[src/core/mmd_pkg.sv]
// Package of field codes, register offsets and reset values for the micro memory and flag decoder.
package mmd_pkg;

	// ----------------------------------------------------------------
	// Cycle control and test enable codes
	// ----------------------------------------------------------------
	localparam logic [1:0] CC_NONE = 2'h0; // No memory cycle; flag and special codes apply.
	localparam logic [1:0] CC_UNCOND = 2'h1; // Unconditional start or override.
	localparam logic [1:0] CC_ON_FALSE = 2'h2; // Unconditional when not testing, else on false.
	localparam logic [1:0] CC_ON_TRUE = 2'h3; // Start or override on a true condition.
	localparam logic [1:0] TE_NONE = 2'h0; // No test selected.

	// ----------------------------------------------------------------
	// Operation select codes and field positions
	// ----------------------------------------------------------------
	localparam logic [1:0] OP_FETCH_BOTH = 2'h0; // Read into instruction buffer and input register.
	localparam logic [1:0] OP_FETCH_MIR = 2'h1; // Read into input register only.
	localparam logic [1:0] OP_WRITE_WORD = 2'h2; // Write full ALU word.
	localparam logic [1:0] OP_WRITE_BYTE = 2'h3; // Write one ALU byte.
	localparam logic [1:0] SRC_OVERRIDE = 2'h0; // Upper bits: override the active cycle.
	localparam logic [1:0] SRC_ALU = 2'h1; // Address from ALU output.
	localparam logic [1:0] SRC_PC = 2'h2; // Address from program counter.
	localparam logic [1:0] SRC_MIR = 2'h3; // Address from memory input register.
	localparam logic [3:0] OPS_SPECIAL = 4'h4; // ALU output to buffers over the data bus.
	localparam logic [3:0] OPS_SUPER_RESET = 4'hA; // Reset supervisor key flag.
	localparam logic [3:0] OPS_SUPER_SET = 4'hB; // Set supervisor key flag.
	localparam logic [3:0] OPS_INT_SEL_RESET = 4'hC; // Block interrupts and clear interrupt flag.
	localparam logic [3:0] OPS_INT_SET = 4'hD; // Set interrupt flag.

	// ----------------------------------------------------------------
	// Register specifier source codes
	// ----------------------------------------------------------------
	localparam logic [1:0] RS_STORE = 2'h0; // From control store, or forced B.
	localparam logic [1:0] RS_IR_TO_B = 2'h1; // Instruction register field into B.
	localparam logic [1:0] RS_IR_TO_A = 2'h2; // Instruction register field into A.
	localparam logic [1:0] RS_HOLD = 2'h3; // Hold both fields.
	localparam logic [2:0] FORCE_B_HIGH = 3'h7; // Upper three bits of a forced B field.

	// ----------------------------------------------------------------
	// Register map, field positions and reset values
	// ----------------------------------------------------------------
	localparam logic [11:0] KEY_OFFSET = 12'h000; // Memory key register, read and write.
	localparam logic [11:0] STATUS_OFFSET = 12'h004; // Status word, read only.
	localparam int STATUS_CHANNEL_BIT = 0; // Channel flag.
	localparam int STATUS_SUPER_BIT = 1; // Supervisor key flag.
	localparam int STATUS_INT_BIT = 2; // Interrupt flag.
	localparam int STATUS_HOLD_BIT = 3; // Micro instruction held off by busy memory.
	localparam logic [3:0] KEY_RESET = 4'h0; // Key register after reset.
	localparam logic [3:0] FIELD_RESET = 4'h0; // A and B fields after reset.

endpackage

[src/core/mmd_decoder.sv]
// Micro instruction decoder for memory cycles, central flags and register specifier fields.
module mmd_decoder
(
	// Clock and reset.
	input wire logic clock,
	input wire logic rst,
	// Micro instruction handshake.
	input wire logic mi_valid,
	output logic mi_done,
	// Micro instruction fields.
	input wire logic [1:0] cycle_control_field,
	input wire logic [1:0] test_enable_field,
	input wire logic [3:0] condition_select_field,
	input wire logic [3:0] operation_select_field,
	input wire logic [1:0] regspec_source_field,
	input wire logic keep_msb_bit,
	input wire logic [2:0] ir_field_select,
	input wire logic [1:0] alu_b_source_field,
	input wire logic shift_control_field,
	input wire logic [1:0] misc_flag_field,
	input wire logic force_source_bit,
	input wire logic [3:0] store_a_field,
	input wire logic [3:0] store_b_field,
	input wire logic io_request,
	// Data path conditions.
	input wire logic test_result,
	input wire logic byte_address_flag,
	input wire logic [10:0] instr_reg,
	input wire logic alu_bit15,
	input wire logic operand_bit01,
	// Memory control.
	input wire logic mem_busy,
	output logic mem_start,
	output logic mem_override,
	output logic [1:0] mem_op,
	output logic [1:0] mem_addr_src,
	output logic mem_byte_right,
	output logic special_xfer,
	output logic [3:0] mem_key,
	// Flags and control buffer fields.
	output logic channel_flag,
	output logic supervisor_key_flag,
	output logic interrupt_flag,
	output logic int_block,
	output logic [3:0] a_field,
	output logic [3:0] b_field,
	// APB slave.
	input wire logic psel,
	input wire logic penable,
	input wire logic pwrite,
	input wire logic [11:0] paddr,
	input wire logic [31:0] pwdata,
	output logic [31:0] prdata,
	output logic pready,
	output logic pslverr
);

	// ----------------------------------------------------------------
	// Helper functions
	// ----------------------------------------------------------------

	// Picks four consecutive instruction register bits starting at the select code; the top one is zero unless keep is set.
	function automatic logic [3:0] ir_window(input logic [10:0] ir, input logic [2:0] sel, input logic keep);
		logic [10:0] shifted;
		shifted = ir >> sel;
		ir_window = {shifted[3] & keep, shifted[2:0]};
	endfunction

	// ----------------------------------------------------------------
	// Local state
	// ----------------------------------------------------------------
	logic [3:0] key_reg; // Stored memory key, kept while supervisor mode overrides it.
	logic last_was_start; // Previous accepted instruction initiated a cycle.
	logic held; // An instruction is being held off by busy memory.
	logic cycle_req; // This instruction asks for a start or override.
	logic is_override; // The request replaces the active cycle's operation.
	logic accept; // The presented instruction is taken at this edge.
	logic fields_free; // Register field control is allowed.
	logic [3:0] next_a; // Next A field.
	logic [3:0] next_b; // Next B field.
	logic apb_access; // Access phase edge on which the transfer completes.
	logic addr_known; // Address decodes to a register.

	// ----------------------------------------------------------------
	// Instruction decode
	// ----------------------------------------------------------------

	// Works out whether a memory cycle is asked for, and whether it is an override.
	always_comb
	begin
		cycle_req = 1'b0;
		unique case (cycle_control_field)
			mmd_pkg::CC_NONE:
			begin
				cycle_req = 1'b0;
			end
			mmd_pkg::CC_UNCOND:
			begin
				cycle_req = 1'b1;
			end
			mmd_pkg::CC_ON_FALSE:
			begin
				// Untested code 10 is unconditional; tested it passes on false.
				if (test_enable_field == mmd_pkg::TE_NONE)
					cycle_req = 1'b1;
				else
					cycle_req = !test_result;
			end
			mmd_pkg::CC_ON_TRUE:
			begin
				cycle_req = test_result;
			end
		endcase
		// An override code only means something right after an initiation.
		is_override = cycle_req && operation_select_field[3:2] == mmd_pkg::SRC_OVERRIDE;
		if (is_override && !last_was_start)
			cycle_req = 1'b0;
	end

	// An override rides on the busy cycle, so only fresh starts wait for memory.
	assign accept = mi_valid && !mi_done && !(cycle_req && !is_override && mem_busy);
	assign fields_free = !io_request;

	// Works out the next A and B fields of the control buffer.
	always_comb
	begin
		next_a = a_field;
		next_b = b_field;
		if (fields_free)
		begin
			if (regspec_source_field == mmd_pkg::RS_STORE)
			begin
				if (!keep_msb_bit)
				begin
					// Normal mode takes both fields straight from control store.
					next_a = store_a_field;
					next_b = store_b_field;
				end
				else
				begin
					// Forced mode: the force source bit chooses the data loop bit.
					next_b = {mmd_pkg::FORCE_B_HIGH, force_source_bit ? operand_bit01 : alu_bit15};
				end
			end
			else if (cycle_control_field == mmd_pkg::CC_NONE)
			begin
				unique case (regspec_source_field)
					mmd_pkg::RS_IR_TO_B:
					begin
						next_b = ir_window(instr_reg, ir_field_select, keep_msb_bit);
					end
					mmd_pkg::RS_IR_TO_A:
					begin
						next_a = ir_window(instr_reg, ir_field_select, keep_msb_bit);
					end
					mmd_pkg::RS_HOLD:
					begin
						// Both fields keep their values.
						next_a = a_field;
						next_b = b_field;
					end
					default:
					begin
						next_a = a_field;
						next_b = b_field;
					end
				endcase
			end
		end
	end

	// ----------------------------------------------------------------
	// Handshake and sequencing
	// ----------------------------------------------------------------

	// Pulses done one cycle after an instruction is taken; the master then moves on.
	always_ff @(posedge clock or posedge rst)
	begin
		if (rst)
			mi_done <= 1'b0;
		else
			mi_done <= accept;
	end

	// Notes a held instruction so software can see a stalled microprogram.
	always_ff @(posedge clock or posedge rst)
	begin
		if (rst)
			held <= 1'b0;
		else
			held <= mi_valid && !mi_done && !accept;
	end

	// Remembers whether the last taken instruction initiated a cycle.
	always_ff @(posedge clock or posedge rst)
	begin
		if (rst)
			last_was_start <= 1'b0;
		else if (accept)
			last_was_start <= cycle_req && !is_override;
	end

	// ----------------------------------------------------------------
	// Memory control outputs
	// ----------------------------------------------------------------

	// Issues starts, overrides and special transfers as one-cycle pulses.
	always_ff @(posedge clock or posedge rst)
	begin
		if (rst)
		begin
			mem_start <= 1'b0;
			mem_override <= 1'b0;
			special_xfer <= 1'b0;
		end
		else
		begin
			mem_start <= accept && cycle_req && !is_override;
			mem_override <= accept && cycle_req && is_override;
			// The special transfer uses the data bus but cycles no memory module.
			special_xfer <= accept && cycle_control_field == mmd_pkg::CC_NONE
				&& operation_select_field == mmd_pkg::OPS_SPECIAL;
		end
	end

	// Latches operation and byte lane of a started or overridden cycle, and the address source of a start only.
	always_ff @(posedge clock or posedge rst)
	begin
		if (rst)
		begin
			mem_op <= mmd_pkg::OP_FETCH_BOTH;
			mem_addr_src <= mmd_pkg::SRC_ALU;
			mem_byte_right <= 1'b0;
		end
		else if (accept && cycle_req)
		begin
			mem_op <= operation_select_field[1:0];
			// A byte write takes the left byte on a false flag, the right on true.
			mem_byte_right <= operation_select_field[1:0] == mmd_pkg::OP_WRITE_BYTE && byte_address_flag;
			// An override keeps the address source of the cycle already running.
			if (!is_override)
				mem_addr_src <= operation_select_field[3:2];
		end
	end

	// Supervisor mode hides the stored key behind key zero without losing it.
	always_ff @(posedge clock or posedge rst)
	begin
		if (rst)
			mem_key <= mmd_pkg::KEY_RESET;
		else
			mem_key <= supervisor_key_flag ? mmd_pkg::KEY_RESET : key_reg;
	end

	// ----------------------------------------------------------------
	// Central control flags
	// ----------------------------------------------------------------

	// Channel flag follows the condition select low bit on its own code.
	always_ff @(posedge clock or posedge rst)
	begin
		if (rst)
			channel_flag <= 1'b0;
		else if (accept && test_enable_field == mmd_pkg::TE_NONE && cycle_control_field == mmd_pkg::CC_UNCOND)
			channel_flag <= condition_select_field[0];
	end

	// Supervisor key flag is set and reset by its two operation codes.
	always_ff @(posedge clock or posedge rst)
	begin
		if (rst)
			supervisor_key_flag <= 1'b0;
		else if (accept && cycle_control_field == mmd_pkg::CC_NONE)
		begin
			if (operation_select_field == mmd_pkg::OPS_SUPER_SET)
				supervisor_key_flag <= 1'b1;
			else if (operation_select_field == mmd_pkg::OPS_SUPER_RESET)
				supervisor_key_flag <= 1'b0;
		end
	end

	// Interrupt flag; a set in the same instruction as a quiet clear wins.
	always_ff @(posedge clock or posedge rst)
	begin
		if (rst)
			interrupt_flag <= 1'b0;
		else if (accept)
		begin
			if (cycle_control_field == mmd_pkg::CC_NONE && operation_select_field == mmd_pkg::OPS_INT_SET)
				interrupt_flag <= 1'b1;
			else if (cycle_control_field == mmd_pkg::CC_NONE
				&& operation_select_field == mmd_pkg::OPS_INT_SEL_RESET)
				interrupt_flag <= 1'b0;
			else if (!alu_b_source_field[1] && !shift_control_field && misc_flag_field[0])
				interrupt_flag <= 1'b0;
		end
	end

	// Blocks all interrupts for one cycle when the select-and-reset code runs.
	always_ff @(posedge clock or posedge rst)
	begin
		if (rst)
			int_block <= 1'b0;
		else
			int_block <= accept && cycle_control_field == mmd_pkg::CC_NONE
				&& operation_select_field == mmd_pkg::OPS_INT_SEL_RESET;
	end

	// ----------------------------------------------------------------
	// Control buffer register specifier fields
	// ----------------------------------------------------------------

	// Loads the A and B fields only for instructions actually taken.
	always_ff @(posedge clock or posedge rst)
	begin
		if (rst)
		begin
			a_field <= mmd_pkg::FIELD_RESET;
			b_field <= mmd_pkg::FIELD_RESET;
		end
		else if (accept)
		begin
			a_field <= next_a;
			b_field <= next_b;
		end
	end

	// ----------------------------------------------------------------
	// APB register slave
	// ----------------------------------------------------------------

	// The answer comes one cycle into the access phase, so every access has one wait state.
	assign apb_access = psel && penable && pready;
	assign addr_known = paddr == mmd_pkg::KEY_OFFSET || paddr == mmd_pkg::STATUS_OFFSET;

	// Raises ready for exactly one cycle per access phase.
	always_ff @(posedge clock or posedge rst)
	begin
		if (rst)
			pready <= 1'b0;
		else
			pready <= psel && penable && !pready;
	end

	// Prepares read data and the error answer alongside ready.
	always_ff @(posedge clock or posedge rst)
	begin
		if (rst)
		begin
			prdata <= 32'h0000_0000;
			pslverr <= 1'b0;
		end
		else if (psel && penable && !pready)
		begin
			prdata <= 32'h0000_0000;
			pslverr <= !addr_known;
			if (!pwrite && paddr == mmd_pkg::KEY_OFFSET)
				prdata[3:0] <= key_reg;
			else if (!pwrite && paddr == mmd_pkg::STATUS_OFFSET)
			begin
				prdata[mmd_pkg::STATUS_CHANNEL_BIT] <= channel_flag;
				prdata[mmd_pkg::STATUS_SUPER_BIT] <= supervisor_key_flag;
				prdata[mmd_pkg::STATUS_INT_BIT] <= interrupt_flag;
				prdata[mmd_pkg::STATUS_HOLD_BIT] <= held;
			end
		end
		else
		begin
			prdata <= 32'h0000_0000;
			pslverr <= 1'b0;
		end
	end

	// Writes the key register on the completing edge; the status word ignores writes.
	always_ff @(posedge clock or posedge rst)
	begin
		if (rst)
			key_reg <= mmd_pkg::KEY_RESET;
		else if (apb_access && pwrite && paddr == mmd_pkg::KEY_OFFSET)
			key_reg <= pwdata[3:0];
	end

endmodule

[config.mk]
export PLATFORM = sky130hd
export DESIGN_NAME = mmd_decoder
export DESIGN_NICKNAME = d
export VERILOG_FILES = /design/src/core/mmd_pkg.sv /design/src/core/mmd_decoder.sv
export SDC_FILE = /design/constraint.sdc
export NUM_CORES = 1
export LEC_CHECK = 0
export BUFFER_PORTS_ARGS = -buffer_cell sky130_fd_sc_hd__buf_2
export CAP_MARGIN = 0
export CORE_ASPECT_RATIO = 0.8
export CORE_MARGIN = 2
export CORE_UTILIZATION = 41
export CTS_CLUSTER_DIAMETER = 200
export CTS_CLUSTER_SIZE = 14
export DETAILED_ROUTE_END_ITERATION = 16
export PLACE_DENSITY = 0.81
export SYNTH_ARGS = -nofsm -noshare
export SYNTH_HDL_FRONTEND = slang
export SYNTH_SLANG_ARGS = --single-unit
export TNS_END_PERCENT = 50
[constraint.sdc]
create_clock -name clock -period 2.1 [get_ports clock]
set_input_delay 0 -clock clock [delete_from_list [all_inputs] [get_ports clock]]
set_output_delay 0 -clock clock [all_outputs]
set_load 0.005 [all_outputs]
==> impl_metrics.json, run 1 <==
{
  "rows": 23,
  "synth_top_area_share": 0.421,
  "clockRootBuffer": "clkbuf_8",
  "finalMaxSlewViolations": 0,
  "grt_pass1_vias": 1623,
  "fin_crit_sh": 0.824,
  "arrival_ns": 1.90,
  "antenna_found_initial": 0,
  "track_usage": 0.163,
  "slew_headroom": 0.577,
  "synth_ff_type": "dfrtp_1",
  "async_reset_ff_frac": 1.00,
  "hold_viol": 0,
  "status": "completed",
  "maxCapViolations": 0,
  "design_area_um2": 2800,
  "detail_route.first_pass.iterations": 4,
  "insertion_delay_ns": 0.29,
  "synthCells": 192,
  "ys_warn_count": 0,
  "r2r_slack_ns": 0.37,
  "place_congestion": 0.860,
  "cts_tree": "yes",
  "timing.fmax_mhz": 578,
  "drive_gt1_frac": 0.436,
  "vias": 1740,
  "cts_inserted_buffers": 5,
  "ir_worst_vdd_mv": 0.478,
  "cpMaxStageDelayCell": "nor4_1",
  "die_y_um": 68.6,
  "nNetsFinal": 403,
  "dieWidth_um": 84.8,
  "reg2reg_to": "mem_byte_right",
  "critical_path_peak_fanout": 7,
  "synthDistinctLibCells": 45,
  "diodes": 0,
  "htreeDepth": 2,
  "netlist_area_um2": 2140,
  "ant_nets": 0,
  "placed_cell_area_um2": 2590,
  "grt_max_degree": 38,
  "syn2layout_area_growth_pct": 30.7,
  "port-buffer-count": 96,
  "r2r_start": "mi_done",
  "ys_seq_area_frac": 0.433,
  "synth_edf_count": 0,
  "finalSetupViolations": 0,
  "cts.path.max_buffers": 2,
  "mostFrequentLayoutCells": "buf_2, dfrtp_1, conb_1, nor2_1, mux2_2",
  "fin_setup_tns_ns": 0,
  "period_needed_ns": 1.73,
  "critPathMaxStageDelay_ns": 0.40,
  "worstPathCellList": "nand2b_1 -> nor4_1 -> buf_4 -> mux2_2",
  "cp-end-kind": "flop",
  "initial_core_util": 0.428,
  "nFillCells": 449,
  "final_common_cell": "buf_2",
  "worst_slew_pin_slew_ns": 0.624,
  "hold_depth": 3,
  "dp_slack_ns": 0.410,
  "synth_area_leader_cell": "dfrtp_1",
  "cts_resized": 0,
  "dp_hpwl_um": 3870,
  "power_density_nw_per_um2": 667,
  "cts.clk_slew.worst_paths_ns": 0.07,
  "wl_um": 4800,
  "clock-sinks": 37,
  "setup_slack_ns": 0.370,
  "rsz0062_at_grt": "no",
  "start_kind": "flop",
  "hp-start": "io_request",
  "first_iter_violations": 52,
  "drc": 0,
  "holdPathEnd": "a_field[3]",
  "ios": 158,
  "coreArea_um2": 5010,
  "gr-total-overflow": 0,
  "synth.area.top_cells": "dfrtp_1, buf_4, mux2_2",
  "worstSetupPathType": "flop to flop",
  "grt_first_pass_wirelength_um": 7330,
  "wl_per_cell_um": 13.1,
  "worstPathRequired_ns": 2.27,
  "die_area_um2": 5820,
  "synth_seq_cells": 37,
  "min_path_type": "input port to flop",
  "via_per_inst": 4.74,
  "avgSynthCellArea_um2": 11.2,
  "clock_skew_ns": 0.00460,
  "p_leak_nw": 1.46,
  "worstRegToRegCells": 4
}
[through the flow]
stage                     total power [W]  hold WS [ns]   util  instances
after floorplan                   0.00115        0.0693      -        219
after global routing              0.00198        0.0246  0.559        367
final                             0.00187        0.0310  0.559        367
after global placement            0.00132         0.132  0.516        348
after CTS                         0.00189        0.0179  0.559        367
after detailed placement          0.00133         0.130  0.516        348
[how the worst max path moves through the flow]
stage	endpoint	start	cells past startpoint	slack, ns
after CTS	mem_byte_right	mi_done	4	0.38
final	mem_byte_right	mi_done	4	0.37
after global routing	mem_byte_right	mi_done	4	0.25
after floorplan	b_field[0]	mi_done	4	0.43
after global placement	mem_byte_right	mi_done	4	0.40
after detailed placement	mem_byte_right	mi_done	4	0.41
[what timing repair did]
action	in CTS	in global routing
setup buffers	0	0
endpoints found under the hold margin	45	0
hold buffers	11	0
[where the power goes]
group	switching [W]	total, W	internal (W)	leakage [nW]
Sequential	0.0000562	0.000874	0.000818	0.480
Combinational	0.000211	0.000455	0.000244	0.922
Clock	0.000242	0.000539	0.000296	0.0542
Total	0.000509	0.00187	0.00136	1.46
[area by class of cell]
| cell class | count | area [µm²] | share of cell area |
|---|---|---|---|
| Inverter | 9 | 33.8 | 0.0121 |
| Clock buffer | 7 | 96.3 | 0.0344 |
| Timing Repair Buffer | 110 | 613 | 0.219 |
| Clock inverter | 1 | 5.00 | 0.00179 |
| Sequential cell | 37 | 927 | 0.331 |
| Tap cell | 62 | 77.6 | 0.0277 |
| Multi-Input combinational cell | 141 | 1040 | 0.373 |
[worst max-delay path: cells and delay by family (launching register included)]
kind / cells / cell delay [ns]
AND/OR/NAND/NOR: 2 / 0.69
buffers and inverters: 1 / 0.21
flip-flops: 1 / 0.39
multiplexers: 1 / 0.33
[per-layer routing]
metal	routed length (µm)	vias to the layer above	track usage	part of all wire
met5	0	-	0	0
met4	123	0	0.0933	0.026
met3	197	10	0.0274	0.041
met2	2370	53	0.268	0.49
met1	2110	813	0.209	0.44
li1	-	864	-	-
[logic make-up after synthesis]
group | share of synthesized area
and+or+nand+nor | 0.142
buffers and inverters | 0.126
DFF | 0.433
muxes | 0.202
AOI/OAI and AO/OA | 0.0947
other | 0.00175
[cell usage after synthesis, drive strengths merged (2+ instances only)]
cell    instances
or4             2
o21a            2
nand4           2
o21ai           2
and2            3
buf            30
nand2           4
clkbuf          2
or2             2
nor4            4
a21oi           7
dfrtp          36
mux2           16
nor3            4
inv             9
mux4            6
a31oi           2
nor2           17
nor2b           7
mux2i          11
a22o            3
No activity file was read; power rests on OpenSTA's default activity.
==> run 2: changes to the inputs <==
clock period = 1.8 ns   (was 2.1 ns; I/O delays follow)
==> run 2 against run 1 <==
Highest routed layer unchanged. Hold slack better by 0.011 ns. Critical path type unchanged. Critical path depth is 1 higher. Cell count is 0.54% higher. Worst setup slack worse by 0.19 ns. Sequential cell count stayed put. Clock power is 5.8% higher. Wire length is 3.1% higher. Global-route usage is 0.77 points higher.
==> impl_metrics.json, run 2 (synthesis gave the netlist of run 1 again) <==
{
  "fin_setup_tns_ns": 0,
  "place_congestion": 0.866,
  "ant_nets": 0,
  "p_leak_nw": 1.46,
  "grt_pass1_vias": 1694,
  "cts.clk_slew.worst_paths_ns": 0.07,
  "nFillCells": 444,
  "seqCellArea_um2": 927,
  "rsz0062_at_grt": "no",
  "worstSetupPathType": "flop to flop",
  "clock-sinks": 37,
  "initial_core_util": 0.428,
  "vias": 1810,
  "final_util": 0.562,
  "cts_tree": "yes",
  "port-buffer-count": 96,
  "clock_skew_ns": 0.00450,
  "rows": 23,
  "ir_worst_vdd_mv": 0.424,
  "gr-total-overflow": 0,
  "htreeDepth": 2,
  "dp_hpwl_um": 3910,
  "placed_cell_area_um2": 2610,
  "status": "completed",
  "multi_input_area_um2": 1050,
  "via_per_inst": 4.91,
  "finalMaxSlewViolations": 0,
  "post-place-cells": 351,
  "dieWidth_um": 84.8,
  "die_area_um2": 5820,
  "ios": 158,
  "nNetsFinal": 406,
  "wl_um": 4940,
  "start_kind": "flop",
  "setup_slack_ns": 0.182,
  "post_cts_buffers": 0,
  "cts.path.max_buffers": 2,
  "arrival_ns": 1.82,
  "drive_gt1_frac": 0.443,
  "wl_per_cell_um": 13.4,
  "syn2layout_area_growth_pct": 31.4,
  "cts_inserted_buffers": 5,
  "fin_crit_sh": 0.899,
  "worstPathRequired_ns": 2.01,
  "layout.cells.non_filler": 369,
  "diodes": 0,
  "detail_route.first_pass.iterations": 4,
  "timing.fmax_mhz": 618,
  "finalSetupViolations": 0,
  "coreArea_um2": 5010,
  "grt_first_pass_wirelength_um": 7690,
  "period_needed_ns": 1.62,
  "mostFrequentLayoutCells": "buf_2, dfrtp_1, conb_1, nor2_1, mux2_2",
  "dp_slack_ns": 0.113,
  "first_iter_violations": 78,
  "cp-end-kind": "flop",
  "power_density_nw_per_um2": 758,
  "drc": 0,
  "maxCapViolations": 0,
  "critical_path_peak_fanout": 7,
  "hold_viol": 0,
  "die_y_um": 68.6,
  "insertion_delay_ns": 0.28,
  "clockRootBuffer": "clkbuf_8",
  "final_common_cell": "buf_2",
  "min_path_type": "input port to flop",
  "antenna_found_initial": 0,
  "track_usage": 0.171,
  "grt_max_degree": 38,
  "design_area_um2": 2810
}
==> run 2: final cells by class <==
cell class                      instances  area share
Clock buffer                            7      0.0307
Inverter                                9      0.0120
Sequential cell                        37       0.329
Tap cell                               62      0.0276
Timing Repair Buffer                  113       0.226
Multi-Input combinational cell        141       0.374
==> run 2: worst max-delay path, cell delays in order, from the launching register on <==
cell      delay, ns
dfrtp_1        0.39
nand2b_2       0.27
a2111o_1       0.42
a21oi_1        0.12
buf_4          0.16
mux2i_1        0.18
==> run 2: layer usage <==
metal  vias up  share of wire  track usage
met5         -              0            0
met4         0          0.033       0.0992
met3        14          0.050       0.0381
met2        66           0.50        0.288
met1       853           0.42        0.207
li1        877              -            -
==> run 2: repair_timing <==
item | 4_1_cts | 5_1_grt
setup endpoints to repair | 0 | 4
hold buffers | 11 | 0
hold endpoints to repair | 45 | 0
resized for setup | 0 | 2
==> run 2: power breakdown <==
| part | leakage [nW] | total, W | switching (W) | internal, W |
|---|---|---|---|---|
| Clock | 0.0443 | 0.000570 | 0.000266 | 0.000303 |
| Sequential | 0.480 | 0.00102 | 0.0000658 | 0.000954 |
| Combinational | 0.937 | 0.000542 | 0.000250 | 0.000292 |
==> run 2: per-stage QoR <==
step                power [W]  hold slack [ns]
finish                0.00213           0.0420
global route          0.00228           0.0505
CTS                   0.00215           0.0417
detailed placement    0.00156            0.126
global placement      0.00154            0.131
floorplan             0.00134           0.0693
==> run 2: path summary, 6_finish.rpt <==
| kind | startpoint | to | slack [ns] | cells past startpoint |
|---|---|---|---|---|
| min | store_a_field[0] | a_field[0] | 0.04 | 3 |
| min reg2reg | held | prdata[3] | 0.49 | 2 |
| max in group asynchronous | rst | mem_addr_src[0] | 1.10 | 4 |
| min in group asynchronous | rst | prdata[3] | 0.35 | 4 |
| max | mi_done | b_field[2] | 0.18 | 5 |
| max reg2reg | mi_done | b_field[2] | 0.18 | 5 |
==> run 3: changes to the inputs <==
CTS_BUF_LIST = sky130_fd_sc_hd__clkbuf_16   (was unset)
PLACE_DENSITY = 0.78   (was 0.81)
==> run 3 against run 2 <==
Via count is 0.28% lower. Cell area increased by 0.22%. Die area unchanged. First-iteration DRC count fell by 41%. Hold slack worse by 0.040 ns. Count of clock-buffer cells in the layout shrank 2. Clock skew is 0.0025 ns lower. Register-to-register slack got worse by 0.04 ns. Worst setup slack worse by 0.041 ns. Sequential cell count stayed put. Wire length grew 3.3%. Sequential power about the same. Critical path type unchanged.
==> impl_metrics.json, run 3 (synthesis gave the netlist of run 1 again) <==
{
  "arrival_ns": 1.86,
  "p_leak_nw": 1.48,
  "finalSetupViolations": 0,
  "place_congestion": 0.847,
  "wl_um": 5110,
  "power.total_w": 0.00237,
  "worst_slew_pin_slew_ns": 0.720,
  "clockRootBuffer": "clkbuf_16",
  "p_clk_frac": 0.344,
  "nNetsFinal": 402,
  "vias": 1805,
  "grt_first_pass_wirelength_um": 7670,
  "antenna_found_initial": 0,
  "gr-total-overflow": 0,
  "cts.path.max_buffers": 2,
  "period_needed_ns": 1.66,
  "final_common_cell": "buf_2",
  "hold_depth": 3,
  "hold_viol": 0,
  "netSwitchingFraction": 0.266,
  "worstPathRequired_ns": 2.00,
  "drc": 0,
  "post_cts_buffers": 0,
  "mostFrequentLayoutCells": "buf_2, dfrtp_1, conb_1, nor2_1, mux2_2",
  "hold_buffers": 8,
  "cp-end-kind": "flop",
  "insertion_delay_ns": 0.28,
  "track_usage": 0.172,
  "cts_inserted_buffers": 5,
  "syn2layout_area_growth_pct": 31.7,
  "finalMaxSlewViolations": 0,
  "min_path_type": "input port to flop",
  "hp-start": "penable",
  "coreArea_um2": 5010,
  "critical_path_peak_fanout": 7,
  "ant_nets": 0,
  "grt_max_degree": 38,
  "fin_setup_tns_ns": 0,
  "design_area_um2": 2820,
  "dieWidth_um": 84.8,
  "seqPwrFrac": 0.430,
  "clock-sinks": 37,
  "cts_resized": 0,
  "cts_tree": "yes",
  "clock_skew_ns": 0.00197,
  "drive_gt1_frac": 0.441,
  "slew_headroom": 0.513,
  "grt_pass1_vias": 1610,
  "r2r_slack_ns": 0.14,
  "cpMaxStageDelayCell": "a2111o_1",
  "ios": 158,
  "via_per_inst": 4.93,
  "comb_power_share": 0.225,
  "p_int_w": 0.00174,
  "maxCapViolations": 0,
  "nFillCells": 443,
  "final_util": 0.563,
  "worstRegToRegCells": 5,
  "timing.fmax_mhz": 603,
  "dp_hpwl_um": 4040,
  "dp_slack_ns": 0.107,
  "die_area_um2": 5820,
  "diodes": 0,
  "status": "completed",
  "rows": 23,
  "port-buffer-count": 96,
  "wl_per_cell_um": 14.0,
  "ir_worst_vdd_mv": 0.529,
  "start_kind": "flop",
  "reg2reg_to": "b_field[3]",
  "initial_core_util": 0.428,
  "holdPathEnd": "pready",
  "worst-path-buf-inv": 1,
  "htreeDepth": 2,
  "fin_crit_sh": 0.922,
  "setup_slack_ns": 0.141,
  "die_y_um": 68.6,
  "placed_cell_area_um2": 2600,
  "rsz0062_at_grt": "no",
  "p_sw_w": 0.000630,
  "worstPathCellList": "nand2b_1 -> a2111o_1 -> a21oi_1 -> buf_4 -> mux2i_1",
  "critPathMaxStageDelay_ns": 0.45,
  "power_density_nw_per_um2": 841,
  "first_iter_violations": 46,
  "worstSetupPathType": "flop to flop",
  "path_delay_family": "compound AO/OA/AOI/OAI gates",
  "detail_route.first_pass.iterations": 4,
  "cts.clk_slew.worst_paths_ns": 0.05,
  "r2r_start": "mi_done"
}
## run 3: cell types whose count changed in the layout (fill, tap and decap cells not counted), sizes merged
cell         change
clkinv           +2
buf              -1
clkbuf           -2
dlygate4sd3      -3
inv              +1
## run 3: layer usage
metal / share of wire / global-route usage
met5: 0 / 0
met4: 0.024 / 0.0853
met3: 0.062 / 0.0381
met2: 0.50 / 0.286
met1: 0.41 / 0.217
## run 3: cell type report
type | instances | area (µm²) | share of cell area
timing repair buffer | 109 | 598 | 0.212
inverter | 9 | 33.8 | 0.0120
sequential | 37 | 927 | 0.329
tap | 62 | 77.6 | 0.0275
clock inverter | 3 | 13.8 | 0.00488
multi-input combinational | 141 | 1040 | 0.370
clock buffer | 5 | 125 | 0.0444
## run 3: worst min-delay path: stages
cell and delay (ns):
buf_2 0.09, nand2_1 0.09, nor2_1 0.06
## run 3: power groups by stage
stage | combinational (W) | sequential [W] | clock, W
3_3_place_gp | 0.000508 | 0.00103 | 0
4_1_cts | 0.000538 | 0.00102 | 0.000831
5_1_grt | 0.000595 | 0.00104 | 0.000865
2_1_floorplan | 0.000294 | 0.00104 | 0
6_report | 0.000534 | 0.00102 | 0.000816
3_5_place_dp | 0.000523 | 0.00103 | 0
## run 3: worst max-delay path by stage
stage / to / startpoint / depth (start not counted)
after detailed placement: a_field[1] / ir_field_select[2] / 5
final: b_field[3] / mi_done / 5
after global routing: b_field[0] / mi_done / 5
after floorplan: b_field[0] / mi_done / 4
after global placement: a_field[1] / ir_field_select[2] / 5
after CTS: b_field[3] / mi_done / 5
## run 3: metrics by stage
stage / instances / hold slack, ns
floorplan: 219 / 0.0693
global placement: 350 / 0.127
detailed placement: 350 / 0.130
CTS: 366 / 0.000287
global route: 366 / 0.0246
finish: 366 / 0.00224
